`config.mk`:
```
export PLATFORM = sky130hd
export DESIGN_NAME = scl_loader
export DESIGN_NICKNAME = d
export VERILOG_FILES = /design/src/hw/scl_pkg.sv /design/src/hw/scl_port_bank.sv /design/src/hw/scl_loader.sv
export SDC_FILE = /design/constraint.sdc
export NUM_CORES = 1
export LEC_CHECK = 0
export ABC_AREA = 1
export ABC_CLOCK_PERIOD_IN_PS = 17600
export BUFFER_PORTS_ARGS = -buffer_cell sky130_fd_sc_hd__buf_2
export CAP_MARGIN = 15
export CORE_AREA = 2 2 418 420
export DETAILED_ROUTE_END_ITERATION = 8
export DIE_AREA = 0 0 420 422
export HOLD_SLACK_MARGIN = 0.03
export SLEW_MARGIN = 0
export SYNTH_ARGS = -nofsm -noshare
export SYNTH_HDL_FRONTEND = slang
export SYNTH_SLANG_ARGS = --single-unit
```
`constraint.sdc`:
```
create_clock -name mclk -period 17.6 [get_ports mclk]
set_input_delay 0 -clock mclk [delete_from_list [all_inputs] [get_ports mclk]]
set_output_delay 0 -clock mclk [all_outputs]
set_load 0.02 [all_outputs]
```
`src/hw/scl_pkg.sv`:
```
// Shared constants and types for the serial configuration ROM loader
package scl_pkg;

  // ----------------------------------------------------------------
  // Geometry and timing
  // ----------------------------------------------------------------
  localparam int unsigned NUM_PORTS           = 6;
  localparam int unsigned MCLK_MHZ            = 125;
  localparam int unsigned ROM_ACK_TIMEOUT_US  = 1000;
  localparam int unsigned ROM_ACK_TIMEOUT_CYC = ROM_ACK_TIMEOUT_US * MCLK_MHZ;
  localparam int unsigned TIMER_W             = 18;

  // ----------------------------------------------------------------
  // ROM word byte addresses
  // ----------------------------------------------------------------
  localparam logic [7:0]  ROM_SIG_ADDR   = 8'h00;
  localparam logic [7:0]  ROM_VID_ADDR   = 8'h02;
  localparam logic [7:0]  ROM_DID_ADDR   = 8'h04;
  localparam logic [7:0]  ROM_W06_ADDR   = 8'h06;
  localparam logic [7:0]  ROM_SVID_ADDR  = 8'h08;
  localparam logic [7:0]  ROM_SID_ADDR   = 8'h0a;
  localparam logic [7:0]  ROM_W0C_ADDR   = 8'h0c;
  localparam logic [7:0]  ROM_W0E_ADDR   = 8'h0e;
  localparam logic [7:0]  ROM_W10_ADDR   = 8'h10;
  localparam logic [7:0]  ROM_W12_ADDR   = 8'h12;
  localparam logic [7:0]  ROM_W14_ADDR   = 8'h14;
  localparam logic [7:0]  ROM_W16_ADDR   = 8'h16;
  localparam logic [7:0]  ROM_W18_ADDR   = 8'h18;
  localparam logic [7:0]  ROM_W1A_ADDR   = 8'h1a;
  localparam logic [7:0]  ROM_W1C_ADDR   = 8'h1c;
  localparam logic [7:0]  ROM_W1E_ADDR   = 8'h1e;
  localparam logic [3:0]  ROM_FIRST_IDX  = 4'h0;
  localparam logic [3:0]  ROM_LAST_IDX   = 4'hf;
  localparam logic [15:0] ROM_SIG_VALUE  = 16'h1516;

  // Identification defaults; values are arbitrary
  localparam logic [15:0] ID_VENDOR_DEF  = 16'h0001;
  localparam logic [15:0] ID_DEVICE_DEF  = 16'h0002;
  localparam logic [15:0] ID_SVENDOR_DEF = 16'h0003;
  localparam logic [15:0] ID_SUBSYS_DEF  = 16'h0004;

  // ----------------------------------------------------------------
  // ROM word layouts, most significant bit first
  // ----------------------------------------------------------------
  typedef struct packed {
    logic       np_sf_only;
    logic       credit_mode;
    logic       arb_mode;
    logic [1:0] ct_thresh;
    logic       store_fwd;
    logic       no_tag_order;
    logic       no_egress_order;
    logic       clk_pm;
    logic [2:0] l1_exit;
    logic [2:0] l0s_exit;
    logic       vc_count;
  } scl_w06_type;

  typedef struct packed {
    logic       bound4k;
    logic       ltr_en;
    logic       pmdata_wr;
    logic       surprise_down;
    logic       sof_mode;
    logic       order_frozen;
    logic       bw_notify;
    logic       post_pass;
    logic       pm_dis;
    logic       cpar_dis;
    logic       msi_dis;
    logic       role_err;
    logic [1:0] aspm;
    logic [1:0] max_payload;
  } scl_w0c_type;

  typedef struct packed {
    logic       flag;
    logic [4:0] half;
    logic [4:0] b;
    logic [4:0] a;
  } scl_tri5_type;

  typedef struct packed {
    logic       spare;
    logic       chflag_sel;
    logic       grant_idle;
    logic       req_abort;
    logic [4:0] half_delta;
    logic [2:0] rx_detect;
    logic [3:0] tx_latency;
  } scl_w14_type;

  typedef struct packed {
    logic [7:0] refclk_buf;
    logic [7:0] phy_b_hi;
  } scl_w1c_type;

  typedef struct packed {
    logic [9:0] spare;
    logic [1:0] half;
    logic [1:0] b;
    logic [1:0] a;
  } scl_w1e_type;

  // ----------------------------------------------------------------
  // Per-port destination fields
  // ----------------------------------------------------------------
  typedef struct packed {
    logic       np_sf_only;
    logic       no_tag_order;
    logic       no_egress_order;
    logic       credit_mode;
    logic       arb_mode;
    logic [1:0] ct_thresh;
    logic       store_fwd;
  } scl_sw_mode_type;

  typedef struct packed {
    logic            ext_vc_count;
    logic [2:0]      l0s_exit_latency;
    logic [2:0]      l1_exit_latency;
    logic            clock_pm_cap;
    logic [1:0]      aspm_support;
    logic            bw_notify_cap;
    logic            surprise_down_cap;
    logic [1:0]      max_payload_support;
    logic            role_based_err;
    logic            msi_cap_disable;
    logic            pm_cap_disable;
    scl_sw_mode_type switch_mode;
    logic            compliance_parity_disable;
    logic [4:0]      nominal_drive_level_a;
    logic [4:0]      nominal_drive_level_b;
    logic [4:0]      nominal_drive_level_half;
    logic [4:0]      gen1_post_emphasis_nominal;
    logic [4:0]      gen2_post_emphasis_nominal_a;
    logic [4:0]      gen2_post_emphasis_nominal_b;
    logic            int_pin_a_req;
    logic [3:0]      transmit_phy_latency;
    logic [2:0]      receiver_detect_microseconds;
    logic [31:0]     vendor_phy_control_a;
    logic [23:0]     vendor_phy_control_b;
    logic            post_pass_np;
    logic            ordering_frozen;
    logic            pm_data_sel_writable;
    logic            boundary_4k_check;
    logic            tx_sof_latency_mode;
    logic            gen2_mode_control;
    logic            request_abort_select;
    logic            grant_fail_to_idle;
    logic            arbiter_channel_flag_select;
    logic [4:0]      half_swing_emphasis_delta;
    logic [1:0]      drive_level_delta_a;
    logic [1:0]      drive_level_delta_b;
    logic [1:0]      drive_level_delta_half;
    logic [4:0]      margin_drive_level_a;
    logic [4:0]      margin_drive_level_b;
    logic [4:0]      margin_drive_level_half;
    logic [7:0]      refclk_buffer_control;
    logic            ltr_enable;
    logic            obff_enable;
  } scl_port_cfg_type;

  localparam scl_port_cfg_type PORT_CFG_RESET = '0;

  // Loaded word as broadcast to the port banks
  typedef struct packed {
    logic        valid;
    logic [7:0]  addr;
    logic [15:0] data;
  } scl_word_type;

  typedef enum logic [2:0] {
    ST_CLEAR = 3'b000,
    ST_READ  = 3'b001,
    ST_GAP   = 3'b010,
    ST_FLUSH = 3'b011,
    ST_DONE  = 3'b100,
    ST_FAIL  = 3'b101
  } scl_state_type;

endpackage

```
`src/hw/scl_port_bank.sv`:
```
// Configuration fields of one switch port, loaded from ROM words
`timescale 1ns/10ps
module scl_port_bank
  import scl_pkg::*;
#(
  parameter int unsigned PORT_IDX = 0
) (
  // Clock and reset
  input  wire logic              mclk,
  input  wire logic              rst,
  // Load stream
  input  wire logic              clear,
  input  wire scl_word_type      word,
  // Loaded fields
  output      scl_port_cfg_type  cfg
);

  localparam logic IS_PORT0 = (PORT_IDX == 0);

  scl_port_cfg_type cfg_q;
  scl_port_cfg_type cfg_d;

  // ----------------------------------------------------------------
  // Word decode
  // ----------------------------------------------------------------
  wire logic        hit_06 = word.valid && (word.addr == ROM_W06_ADDR);
  wire logic        hit_0c = word.valid && (word.addr == ROM_W0C_ADDR);
  wire logic        hit_0e = word.valid && (word.addr == ROM_W0E_ADDR);
  wire logic        hit_10 = word.valid && (word.addr == ROM_W10_ADDR);
  wire logic        hit_12 = word.valid && (word.addr == ROM_W12_ADDR);
  wire logic        hit_14 = word.valid && (word.addr == ROM_W14_ADDR);
  wire logic        hit_16 = word.valid && (word.addr == ROM_W16_ADDR);
  wire logic        hit_18 = word.valid && (word.addr == ROM_W18_ADDR);
  wire logic        hit_1a = word.valid && (word.addr == ROM_W1A_ADDR);
  wire logic        hit_1c = word.valid && (word.addr == ROM_W1C_ADDR);
  wire logic        hit_1e = word.valid && (word.addr == ROM_W1E_ADDR);
  wire scl_w06_type w06    = scl_w06_type'(word.data);
  wire scl_w0c_type w0c    = scl_w0c_type'(word.data);
  wire scl_tri5_type w3    = scl_tri5_type'(word.data);
  wire scl_w14_type w14    = scl_w14_type'(word.data);
  wire scl_w1c_type w1c    = scl_w1c_type'(word.data);
  wire scl_w1e_type w1e    = scl_w1e_type'(word.data);

  // ----------------------------------------------------------------
  // Field update
  // ----------------------------------------------------------------
  always_comb begin
    cfg_d = cfg_q;
    if (clear) begin
      cfg_d = PORT_CFG_RESET;
    end else begin
      if (hit_06) begin
        cfg_d.ext_vc_count     = w06.vc_count;
        cfg_d.l0s_exit_latency = w06.l0s_exit;
        cfg_d.l1_exit_latency  = w06.l1_exit;
        cfg_d.clock_pm_cap     = w06.clk_pm;
        if (IS_PORT0) begin
          cfg_d.switch_mode.no_egress_order = w06.no_egress_order;
          cfg_d.switch_mode.no_tag_order    = w06.no_tag_order;
          cfg_d.switch_mode.store_fwd       = w06.store_fwd;
          cfg_d.switch_mode.ct_thresh       = w06.ct_thresh;
          cfg_d.switch_mode.arb_mode        = w06.arb_mode;
          cfg_d.switch_mode.credit_mode     = w06.credit_mode;
          cfg_d.switch_mode.np_sf_only      = w06.np_sf_only;
        end
      end
      if (hit_0c) begin
        cfg_d.max_payload_support       = w0c.max_payload;
        cfg_d.aspm_support              = w0c.aspm;
        cfg_d.role_based_err            = w0c.role_err;
        cfg_d.msi_cap_disable           = w0c.msi_dis;
        cfg_d.compliance_parity_disable = w0c.cpar_dis;
        cfg_d.pm_cap_disable            = w0c.pm_dis;
        cfg_d.post_pass_np              = w0c.post_pass;
        cfg_d.ordering_frozen           = w0c.order_frozen;
        cfg_d.pm_data_sel_writable      = w0c.pmdata_wr;
        cfg_d.boundary_4k_check         = w0c.bound4k;
        // Zero here selects the shorter start-of-frame latency
        cfg_d.tx_sof_latency_mode       = w0c.sof_mode;
        if (!IS_PORT0) begin
          cfg_d.bw_notify_cap = w0c.bw_notify;
        end
        cfg_d.surprise_down_cap         = w0c.surprise_down;
        cfg_d.ltr_enable                = w0c.ltr_en;
      end
      if (hit_0e) begin
        cfg_d.margin_drive_level_a    = w3.a;
        cfg_d.margin_drive_level_b    = w3.b;
        cfg_d.margin_drive_level_half = w3.half;
        cfg_d.obff_enable             = w3.flag;
      end
      if (hit_10) begin
        cfg_d.nominal_drive_level_a    = w3.a;
        cfg_d.nominal_drive_level_b    = w3.b;
        cfg_d.nominal_drive_level_half = w3.half;
        cfg_d.gen2_mode_control        = w3.flag;
      end
      if (hit_12) begin
        cfg_d.gen1_post_emphasis_nominal   = w3.a;
        cfg_d.gen2_post_emphasis_nominal_a = w3.b;
        cfg_d.gen2_post_emphasis_nominal_b = w3.half;
        if (!IS_PORT0) begin
          cfg_d.int_pin_a_req = w3.flag;
        end
      end
      if (hit_14) begin
        cfg_d.transmit_phy_latency         = w14.tx_latency;
        cfg_d.receiver_detect_microseconds = w14.rx_detect;
        cfg_d.half_swing_emphasis_delta    = w14.half_delta;
        cfg_d.request_abort_select         = w14.req_abort;
        cfg_d.grant_fail_to_idle           = w14.grant_idle;
        cfg_d.arbiter_channel_flag_select  = w14.chflag_sel;
      end
      if (hit_16) begin
        cfg_d.vendor_phy_control_a[15:0] = word.data;
      end
      if (hit_18) begin
        cfg_d.vendor_phy_control_a[31:16] = word.data;
      end
      if (hit_1a) begin
        cfg_d.vendor_phy_control_b[15:0] = word.data;
      end
      if (hit_1c) begin
        cfg_d.vendor_phy_control_b[23:16] = w1c.phy_b_hi;
        cfg_d.refclk_buffer_control       = w1c.refclk_buf;
      end
      if (hit_1e) begin
        cfg_d.drive_level_delta_a    = w1e.a;
        cfg_d.drive_level_delta_b    = w1e.b;
        cfg_d.drive_level_delta_half = w1e.half;
      end
    end
  end

  always_ff @(posedge mclk or posedge rst) begin
    if (rst) begin
      cfg_q <= PORT_CFG_RESET;
    end else begin
      cfg_q <= cfg_d;
    end
  end

  assign cfg = cfg_q;

endmodule

```
`src/hw/scl_loader.sv`:
```
// Serial configuration ROM loader: sequences ROM reads and fills port fields
`timescale 1ns/10ps
module scl_loader
  import scl_pkg::*;
#(
  parameter int unsigned ACK_TIMEOUT_CYC = ROM_ACK_TIMEOUT_CYC
) (
  // Clock and reset
  input  wire logic                               mclk,
  input  wire logic                               rst,
  // Load control
  input  wire logic                               load_req,
  // ROM word read port
  output      logic                               rom_req,
  output      logic [7:0]                         rom_addr,
  input  wire logic                               rom_ack,
  input  wire logic [15:0]                        rom_data,
  // Identification words
  output      logic [15:0]                        cfg_vendor_id,
  output      logic [15:0]                        cfg_device_id,
  output      logic [15:0]                        cfg_subsys_vendor_id,
  output      logic [15:0]                        cfg_subsys_id,
  // Per-port loaded fields
  output      scl_port_cfg_type [NUM_PORTS-1:0]   port_cfg,
  // Load status
  output      logic                               load_busy,
  output      logic                               load_done,
  output      logic                               load_sig_bad,
  output      logic                               load_timeout
);

  localparam logic [TIMER_W-1:0] ACK_LIMIT = TIMER_W'(ACK_TIMEOUT_CYC - 1);

  // ----------------------------------------------------------------
  // State and registers
  // ----------------------------------------------------------------
  scl_state_type      state_q;
  scl_state_type      state_d;
  logic [3:0]         idx_q;
  logic [3:0]         idx_d;
  logic               req_q;
  logic               req_d;
  logic [7:0]         addr_q;
  logic [7:0]         addr_d;
  logic [TIMER_W-1:0] timer_q;
  logic [TIMER_W-1:0] timer_d;
  scl_word_type       word_q;
  scl_word_type       word_d;
  logic               clear_q;
  logic               clear_d;
  logic               busy_q;
  logic               done_q;
  logic               done_d;
  logic               sig_bad_q;
  logic               sig_bad_d;
  logic               timeout_q;
  logic               timeout_d;
  logic [15:0]        vid_q;
  logic [15:0]        did_q;
  logic [15:0]        svid_q;
  logic [15:0]        sid_q;

  // ----------------------------------------------------------------
  // Decode
  // ----------------------------------------------------------------
  wire logic       taken     = req_q && rom_ack;
  wire logic       at_sig    = (idx_q == ROM_FIRST_IDX);
  wire logic       at_last   = (idx_q == ROM_LAST_IDX);
  wire logic       sig_ok    = (rom_data == ROM_SIG_VALUE);
  wire logic       timer_end = (timer_q == ACK_LIMIT);
  wire logic [7:0] next_addr = {3'h0, idx_q + 4'h1, 1'b0};
  wire logic       restart   = load_req && (state_q == ST_DONE || state_q == ST_FAIL);
  wire logic       wr_vid    = word_q.valid && (word_q.addr == ROM_VID_ADDR);
  wire logic       wr_did    = word_q.valid && (word_q.addr == ROM_DID_ADDR);
  wire logic       wr_svid   = word_q.valid && (word_q.addr == ROM_SVID_ADDR);
  wire logic       wr_sid    = word_q.valid && (word_q.addr == ROM_SID_ADDR);

  // ----------------------------------------------------------------
  // Sequencer
  // ----------------------------------------------------------------
  always_comb begin
    state_d   = state_q;
    idx_d     = idx_q;
    req_d     = req_q;
    addr_d    = addr_q;
    timer_d   = timer_q;
    word_d    = '0;
    clear_d   = 1'b0;
    done_d    = done_q;
    sig_bad_d = sig_bad_q;
    timeout_d = timeout_q;
    case (state_q)
      ST_CLEAR: begin
        // Every pass starts from defaults so a rejected image leaves them
        clear_d   = 1'b1;
        idx_d     = ROM_FIRST_IDX;
        addr_d    = ROM_SIG_ADDR;
        req_d     = 1'b1;
        timer_d   = '0;
        done_d    = 1'b0;
        sig_bad_d = 1'b0;
        timeout_d = 1'b0;
        state_d   = ST_READ;
      end
      ST_READ: begin
        if (taken) begin
          req_d   = 1'b0;
          timer_d = '0;
          if (at_sig && !sig_ok) begin
            sig_bad_d = 1'b1;
            state_d   = ST_FAIL;
          end else begin
            word_d.valid = 1'b1;
            word_d.addr  = addr_q;
            word_d.data  = rom_data;
            state_d      = at_last ? ST_FLUSH : ST_GAP;
          end
        end else if (timer_end) begin
          req_d     = 1'b0;
          timeout_d = 1'b1;
          state_d   = ST_FAIL;
        end else begin
          timer_d = timer_q + TIMER_W'(1);
        end
      end
      ST_GAP: begin
        idx_d   = idx_q + 4'h1;
        addr_d  = next_addr;
        req_d   = 1'b1;
        state_d = ST_READ;
      end
      ST_FLUSH: begin
        done_d  = 1'b1;
        state_d = ST_DONE;
      end
      ST_DONE: begin
        if (restart) begin
          state_d = ST_CLEAR;
        end
      end
      ST_FAIL: begin
        if (restart) begin
          state_d = ST_CLEAR;
        end
      end
      default: begin
        req_d   = 1'b0;
        state_d = ST_CLEAR;
      end
    endcase
  end

  always_ff @(posedge mclk or posedge rst) begin
    if (rst) begin
      state_q   <= ST_CLEAR;
      idx_q     <= ROM_FIRST_IDX;
      req_q     <= 1'b0;
      addr_q    <= ROM_SIG_ADDR;
      timer_q   <= '0;
      word_q    <= '0;
      clear_q   <= 1'b0;
      busy_q    <= 1'b1;
      done_q    <= 1'b0;
      sig_bad_q <= 1'b0;
      timeout_q <= 1'b0;
    end else begin
      state_q   <= state_d;
      idx_q     <= idx_d;
      req_q     <= req_d;
      addr_q    <= addr_d;
      timer_q   <= timer_d;
      word_q    <= word_d;
      clear_q   <= clear_d;
      busy_q    <= (state_d != ST_DONE) && (state_d != ST_FAIL);
      done_q    <= done_d;
      sig_bad_q <= sig_bad_d;
      timeout_q <= timeout_d;
    end
  end

  // ----------------------------------------------------------------
  // Identification words
  // ----------------------------------------------------------------
  always_ff @(posedge mclk or posedge rst) begin
    if (rst) begin
      vid_q  <= ID_VENDOR_DEF;
      did_q  <= ID_DEVICE_DEF;
      svid_q <= ID_SVENDOR_DEF;
      sid_q  <= ID_SUBSYS_DEF;
    end else if (clear_q) begin
      vid_q  <= ID_VENDOR_DEF;
      did_q  <= ID_DEVICE_DEF;
      svid_q <= ID_SVENDOR_DEF;
      sid_q  <= ID_SUBSYS_DEF;
    end else begin
      vid_q  <= wr_vid  ? word_q.data : vid_q;
      did_q  <= wr_did  ? word_q.data : did_q;
      svid_q <= wr_svid ? word_q.data : svid_q;
      sid_q  <= wr_sid  ? word_q.data : sid_q;
    end
  end

  // ----------------------------------------------------------------
  // Port banks, one loaded word fanned out to all ports
  // ----------------------------------------------------------------
  for (genvar p = 0; p < NUM_PORTS; p++) begin : g_port
    scl_port_bank #(
      .PORT_IDX (p)
    ) u_bank (
      .mclk  (mclk),
      .rst   (rst),
      .clear (clear_q),
      .word  (word_q),
      .cfg   (port_cfg[p])
    );
  end

  // ----------------------------------------------------------------
  // Outputs
  // ----------------------------------------------------------------
  assign rom_req              = req_q;
  assign rom_addr             = addr_q;
  assign cfg_vendor_id        = vid_q;
  assign cfg_device_id        = did_q;
  assign cfg_subsys_vendor_id = svid_q;
  assign cfg_subsys_id        = sid_q;
  assign load_busy            = busy_q;
  assign load_done            = done_q;
  assign load_sig_bad         = sig_bad_q;
  assign load_timeout         = timeout_q;

endmodule

```
==> impl_metrics.xml <==
<?xml version="1.0" encoding="UTF-8"?>
<metrics>
  <group name="die">
    <metric name="floorplan.die.width" unit="um">420</metric>
    <metric name="dieHeight" unit="um">422</metric>
    <metric name="start_util" unit="">0.102</metric>
    <metric name="die_area" unit="mm^2">0.177</metric>
    <metric name="pin_count" unit="">1087</metric>
    <metric name="rows" unit="">153</metric>
    <metric name="core-area" unit="mm^2">0.173</metric>
  </group>
  <group name="worst_setup_path">
    <metric name="worstPathMaxFanout" unit="">79</metric>
    <metric name="data_required_time_at_the_worst_endpoint" unit="ns">18.11</metric>
    <metric name="critical_path_arrival" unit="ns">3.37</metric>
    <metric name="crit_path_start" unit="">clear_q</metric>
    <metric name="timing.rr.end" unit="">cfg_subsys_vendor_id[10]</metric>
    <metric name="setup.reg_to_reg.worst_slack" unit="ns">14.74</metric>
    <metric name="timing_endpoint_of_the_critical_path" unit="">cfg_subsys_vendor_id[10]</metric>
    <metric name="worstSetupEndpointType" unit="">register</metric>
    <metric name="worst_r2r_path_depth" unit="">4</metric>
    <metric name="start_kind" unit="">register</metric>
    <metric name="worst_r2r_startpoint" unit="">clear_q</metric>
    <metric name="crit_type" unit="">register to register</metric>
  </group>
  <group name="place">
    <metric name="finalWeightedCongestion" unit="">0.737</metric>
    <metric name="preCtsSetupSlack" unit="ns">14.63</metric>
    <metric name="detailed_place_hpwl" unit="um">79300</metric>
    <metric name="buffer_ports.inserted" unit="">1040</metric>
  </group>
  <group name="sta">
    <metric name="final.period_utilization" unit="">0.162</metric>
    <metric name="fin_crit" unit="ns">2.86</metric>
    <metric name="final-setup-viol-count" unit="">0</metric>
    <metric name="worst_slew_margin_rel" unit="">0.289</metric>
    <metric name="final_critical_path_setup_slack" unit="ns">14.74</metric>
    <metric name="unrepaired_setup_endpoints_after_global_routing" unit="">no</metric>
    <metric name="final_total_negative_setup_slack" unit="ns">0</metric>
    <metric name="timing.clock.skew" unit="ns">0.0218</metric>
    <metric name="maxClockFrequency" unit="MHz">350</metric>
    <metric name="actual_slew_at_the_worst_max_slew_pin" unit="ns">1.06</metric>
    <metric name="report.final.hold_viol_count" unit="">0</metric>
    <metric name="final-max-slew-violation-count" unit="">0</metric>
  </group>
  <group name="logic_synthesis">
    <metric name="ys_ff_latch" unit="">281</metric>
    <metric name="post_synth_instance_area" unit="mm^2">0.0176</metric>
    <metric name="synth_async_sr_flop_share" unit="">1.00</metric>
    <metric name="postSynthCellCount" unit="">1963</metric>
    <metric name="yosysMostFrequentCell" unit="">sky130_fd_sc_hd__buf_4</metric>
    <metric name="synth_seq_area_share" unit="">0.399</metric>
    <metric name="synth.top_cells.by_area" unit="">sky130_fd_sc_hd__dfrtp_1, sky130_fd_sc_hd__buf_4, sky130_fd_sc_hd__nand2_1</metric>
    <metric name="synth_flop_cell" unit="">sky130_fd_sc_hd__dfrtp_1</metric>
    <metric name="synthesis.area_per_instance" unit="um^2">8.98</metric>
    <metric name="synth_largest_type_area_fraction" unit="">0.390</metric>
    <metric name="synth_top_area_cell" unit="">sky130_fd_sc_hd__dfrtp_1</metric>
    <metric name="synth_common_cells" unit="">sky130_fd_sc_hd__buf_4, sky130_fd_sc_hd__dfrtp_1, sky130_fd_sc_hd__nand2_1</metric>
    <metric name="ys_warn_count" unit="">0</metric>
    <metric name="synth-edff-count" unit="">0</metric>
    <metric name="netlist-cell-type-count" unit="">36</metric>
  </group>
  <group name="detailed_routing">
    <metric name="wl" unit="um">104000</metric>
    <metric name="drtPass1Iterations" unit="">6</metric>
    <metric name="dr_total_vias" unit="">13700</metric>
    <metric name="drt-vias-per-instance" unit="">2.99</metric>
    <metric name="final_antenna_net_count" unit="">0</metric>
    <metric name="initialDrtViolationCount" unit="">798</metric>
    <metric name="avgRoutedWirePerCell" unit="um">22.6</metric>
    <metric name="post-route-drc-count" unit="">0</metric>
  </group>
  <group name="clock_network">
    <metric name="cts.path.max_buffers" unit="">3</metric>
    <metric name="cts_sinks" unit="">281</metric>
    <metric name="cts_setup_buffers" unit="">0</metric>
    <metric name="cts-root-buf" unit="">sky130_fd_sc_hd__clkbuf_16</metric>
    <metric name="cts_buffers" unit="">30</metric>
    <metric name="cts.htree.levels" unit="">1</metric>
    <metric name="clkTransAtPathRegs" unit="ns">0.07</metric>
    <metric name="ctsHoldBuffers" unit="">19</metric>
    <metric name="tritoncts" unit="">built</metric>
    <metric name="cts_repair_resize_count" unit="">0</metric>
    <metric name="clkLatencyLatePin" unit="ns">0.62</metric>
  </group>
  <group name="power_and_ir_drop">
    <metric name="total_leakage_power" unit="nW">12.4</metric>
    <metric name="p_per_area" unit="mW/mm^2">83.4</metric>
    <metric name="totalPowerFinal" unit="mW">1.73</metric>
    <metric name="worst_ir_drop_vdd" unit="mV">0.0769</metric>
  </group>
  <group name="global_routing">
    <metric name="via_count_of_the_first_global_routing_pass" unit="">11800</metric>
    <metric name="grt.total_usage" unit="">0.111</metric>
    <metric name="grt_remaining_overflow" unit="">0</metric>
    <metric name="grt_antenna_before_repair" unit="">38</metric>
    <metric name="wire_length_of_the_first_global_routing_pass" unit="um">128000</metric>
    <metric name="grt_max_degree" unit="">98</metric>
  </group>
  <group name="finish">
    <metric name="final_layout_size_suffix_gt1_frac" unit="">0.541</metric>
    <metric name="area_taken_by_flip_flops_and_latches" unit="mm^2">0.00704</metric>
    <metric name="fill_cell_instance_count_of_the_final_layout" unit="">19800</metric>
    <metric name="multiInputGateArea" unit="mm^2">0.00392</metric>
    <metric name="final_nets" unit="">2244</metric>
    <metric name="area.growth.synth_to_final" unit="%">17.8</metric>
  </group>
  <group name="outcome">
    <metric name="run_status" unit="">finished, final reports clean</metric>
  </group>
  <group name="worst_hold_path">
    <metric name="hold_class" unit="">input port to asynchronous set/reset pin</metric>
  </group>
  <group name="run">
    <metric name="drv.max_cap_violation_count" unit="">0</metric>
  </group>
</metrics>
[flip-flops by register name, summed over array words and instances, names as in the netlist, 3 cells and up]
name and count:
cfg_device_id 16, cfg_subsys_id 16, cfg_subsys_vendor_id 16, cfg_vendor_id 16
g_port.u_bank.cfg 165, rom_addr 4, state_q 3, timer_q 18
word_q 21
[final cells by class]
class                      count  area share
antenna                       21     0.00253
clock buffer                  36      0.0392
clock inverter                19     0.00964
inverter                      86      0.0160
multi-input combinational    750       0.189
sequential                   281       0.339
tap                         2325       0.140
timing repair buffer        1072       0.265
[placed cells by master (no fill, tap or decap), types with 4 or more instances in the layout]
master | Yosys | layout
sky130_fd_sc_hd__buf_2 | 8 | 1040
sky130_fd_sc_hd__dfrtp_1 | 275 | 275
sky130_fd_sc_hd__nand2_1 | 253 | 248
sky130_fd_sc_hd__o21ai_0 | 125 | 125
sky130_fd_sc_hd__nand3_1 | 124 | 123
sky130_fd_sc_hd__inv_1 | 82 | 81
sky130_fd_sc_hd__nor2_1 | 80 | 75
sky130_fd_sc_hd__mux2_2 | 75 | 75
sky130_fd_sc_hd__conb_1 | 1 | 46
sky130_fd_sc_hd__clkbuf_16 | 0 | 30
sky130_fd_sc_hd__diode_2 | 0 | 21
sky130_fd_sc_hd__dlygate4sd3_1 | 0 | 19
sky130_fd_sc_hd__nand4_1 | 13 | 13
sky130_fd_sc_hd__buf_4 | 840 | 13
sky130_fd_sc_hd__nand2_2 | 5 | 10
sky130_fd_sc_hd__clkinv_2 | 0 | 7
sky130_fd_sc_hd__dfstp_2 | 6 | 6
sky130_fd_sc_hd__nor2_2 | 0 | 5
sky130_fd_sc_hd__a31oi_1 | 4 | 4
sky130_fd_sc_hd__a21oi_1 | 4 | 4
sky130_fd_sc_hd__clkinvlp_4 | 0 | 4
sky130_fd_sc_hd__clkbuf_8 | 0 | 4
[cell families (layout without fill, tap and decap cells)]
group | count (synthesis) | count (layout) | synth area share
mux | 76 | 76 | 0.0486
flops | 281 | 281 | 0.399
compound gates | 142 | 142 | 0.0425
buf+inv | 977 | 1213 | 0.391
other cells | 1 | 67 | 0.000213
fa+ha+maj | 3 | 3 | 0.00213
simple gates | 482 | 482 | 0.116
xor+xnor | 1 | 1 | 0.000497
[worst max-delay path: stages, from the launching register on]
cell and delay [ns]:
sky130_fd_sc_hd__dfrtp_1 0.57, sky130_fd_sc_hd__inv_4 0.29, sky130_fd_sc_hd__buf_4 0.74, sky130_fd_sc_hd__nand2_1 0.69
sky130_fd_sc_hd__o21ai_0 0.35
[power breakdown]
part	switching, mW	total [mW]	internal, mW
Clock	0.303	0.667	0.363
Combinational	0.304	0.379	0.0751
Sequential	0.0178	0.685	0.667
Total	0.625	1.73	1.11
[per-layer routing]
layer,routed length [um],vias to the layer above,GRT usage
li1,-,5881,-
met1,43600,6839,0.142
met2,49300,862,0.183
met3,8340,100,0.0277
met4,2190,26,0.0272
met5,153,-,0
[how the worst min path moves through the flow]
stage | slack, ns | cells past startpoint | endpoint
global placement | 0.17 | 2 | g_port[0].u_bank.cfg[13]
global route | 0.09 | 3 | g_port[0].u_bank.cfg[7]
finish | 0.04 | 3 | g_port[0].u_bank.cfg[7]
CTS | 0.03 | 3 | g_port[0].u_bank.cfg[7]
detailed placement | 0.17 | 2 | g_port[0].u_bank.cfg[7]
floorplan | 0.11 | 2 | word_q[10]
[stage by stage]
step	utilization	std cells	instance area [um^2]	hold WS, ns
detailed placement	0.113	4495	19500	0.169
global route	0.120	4569	20700	0.0875
finish	0.120	4590	20800	0.0384
floorplan	-	2008	17800	0.106
global placement	0.113	4495	19500	0.169
CTS	0.120	4569	20700	0.0339
Power figures use the tool's default switching activity.
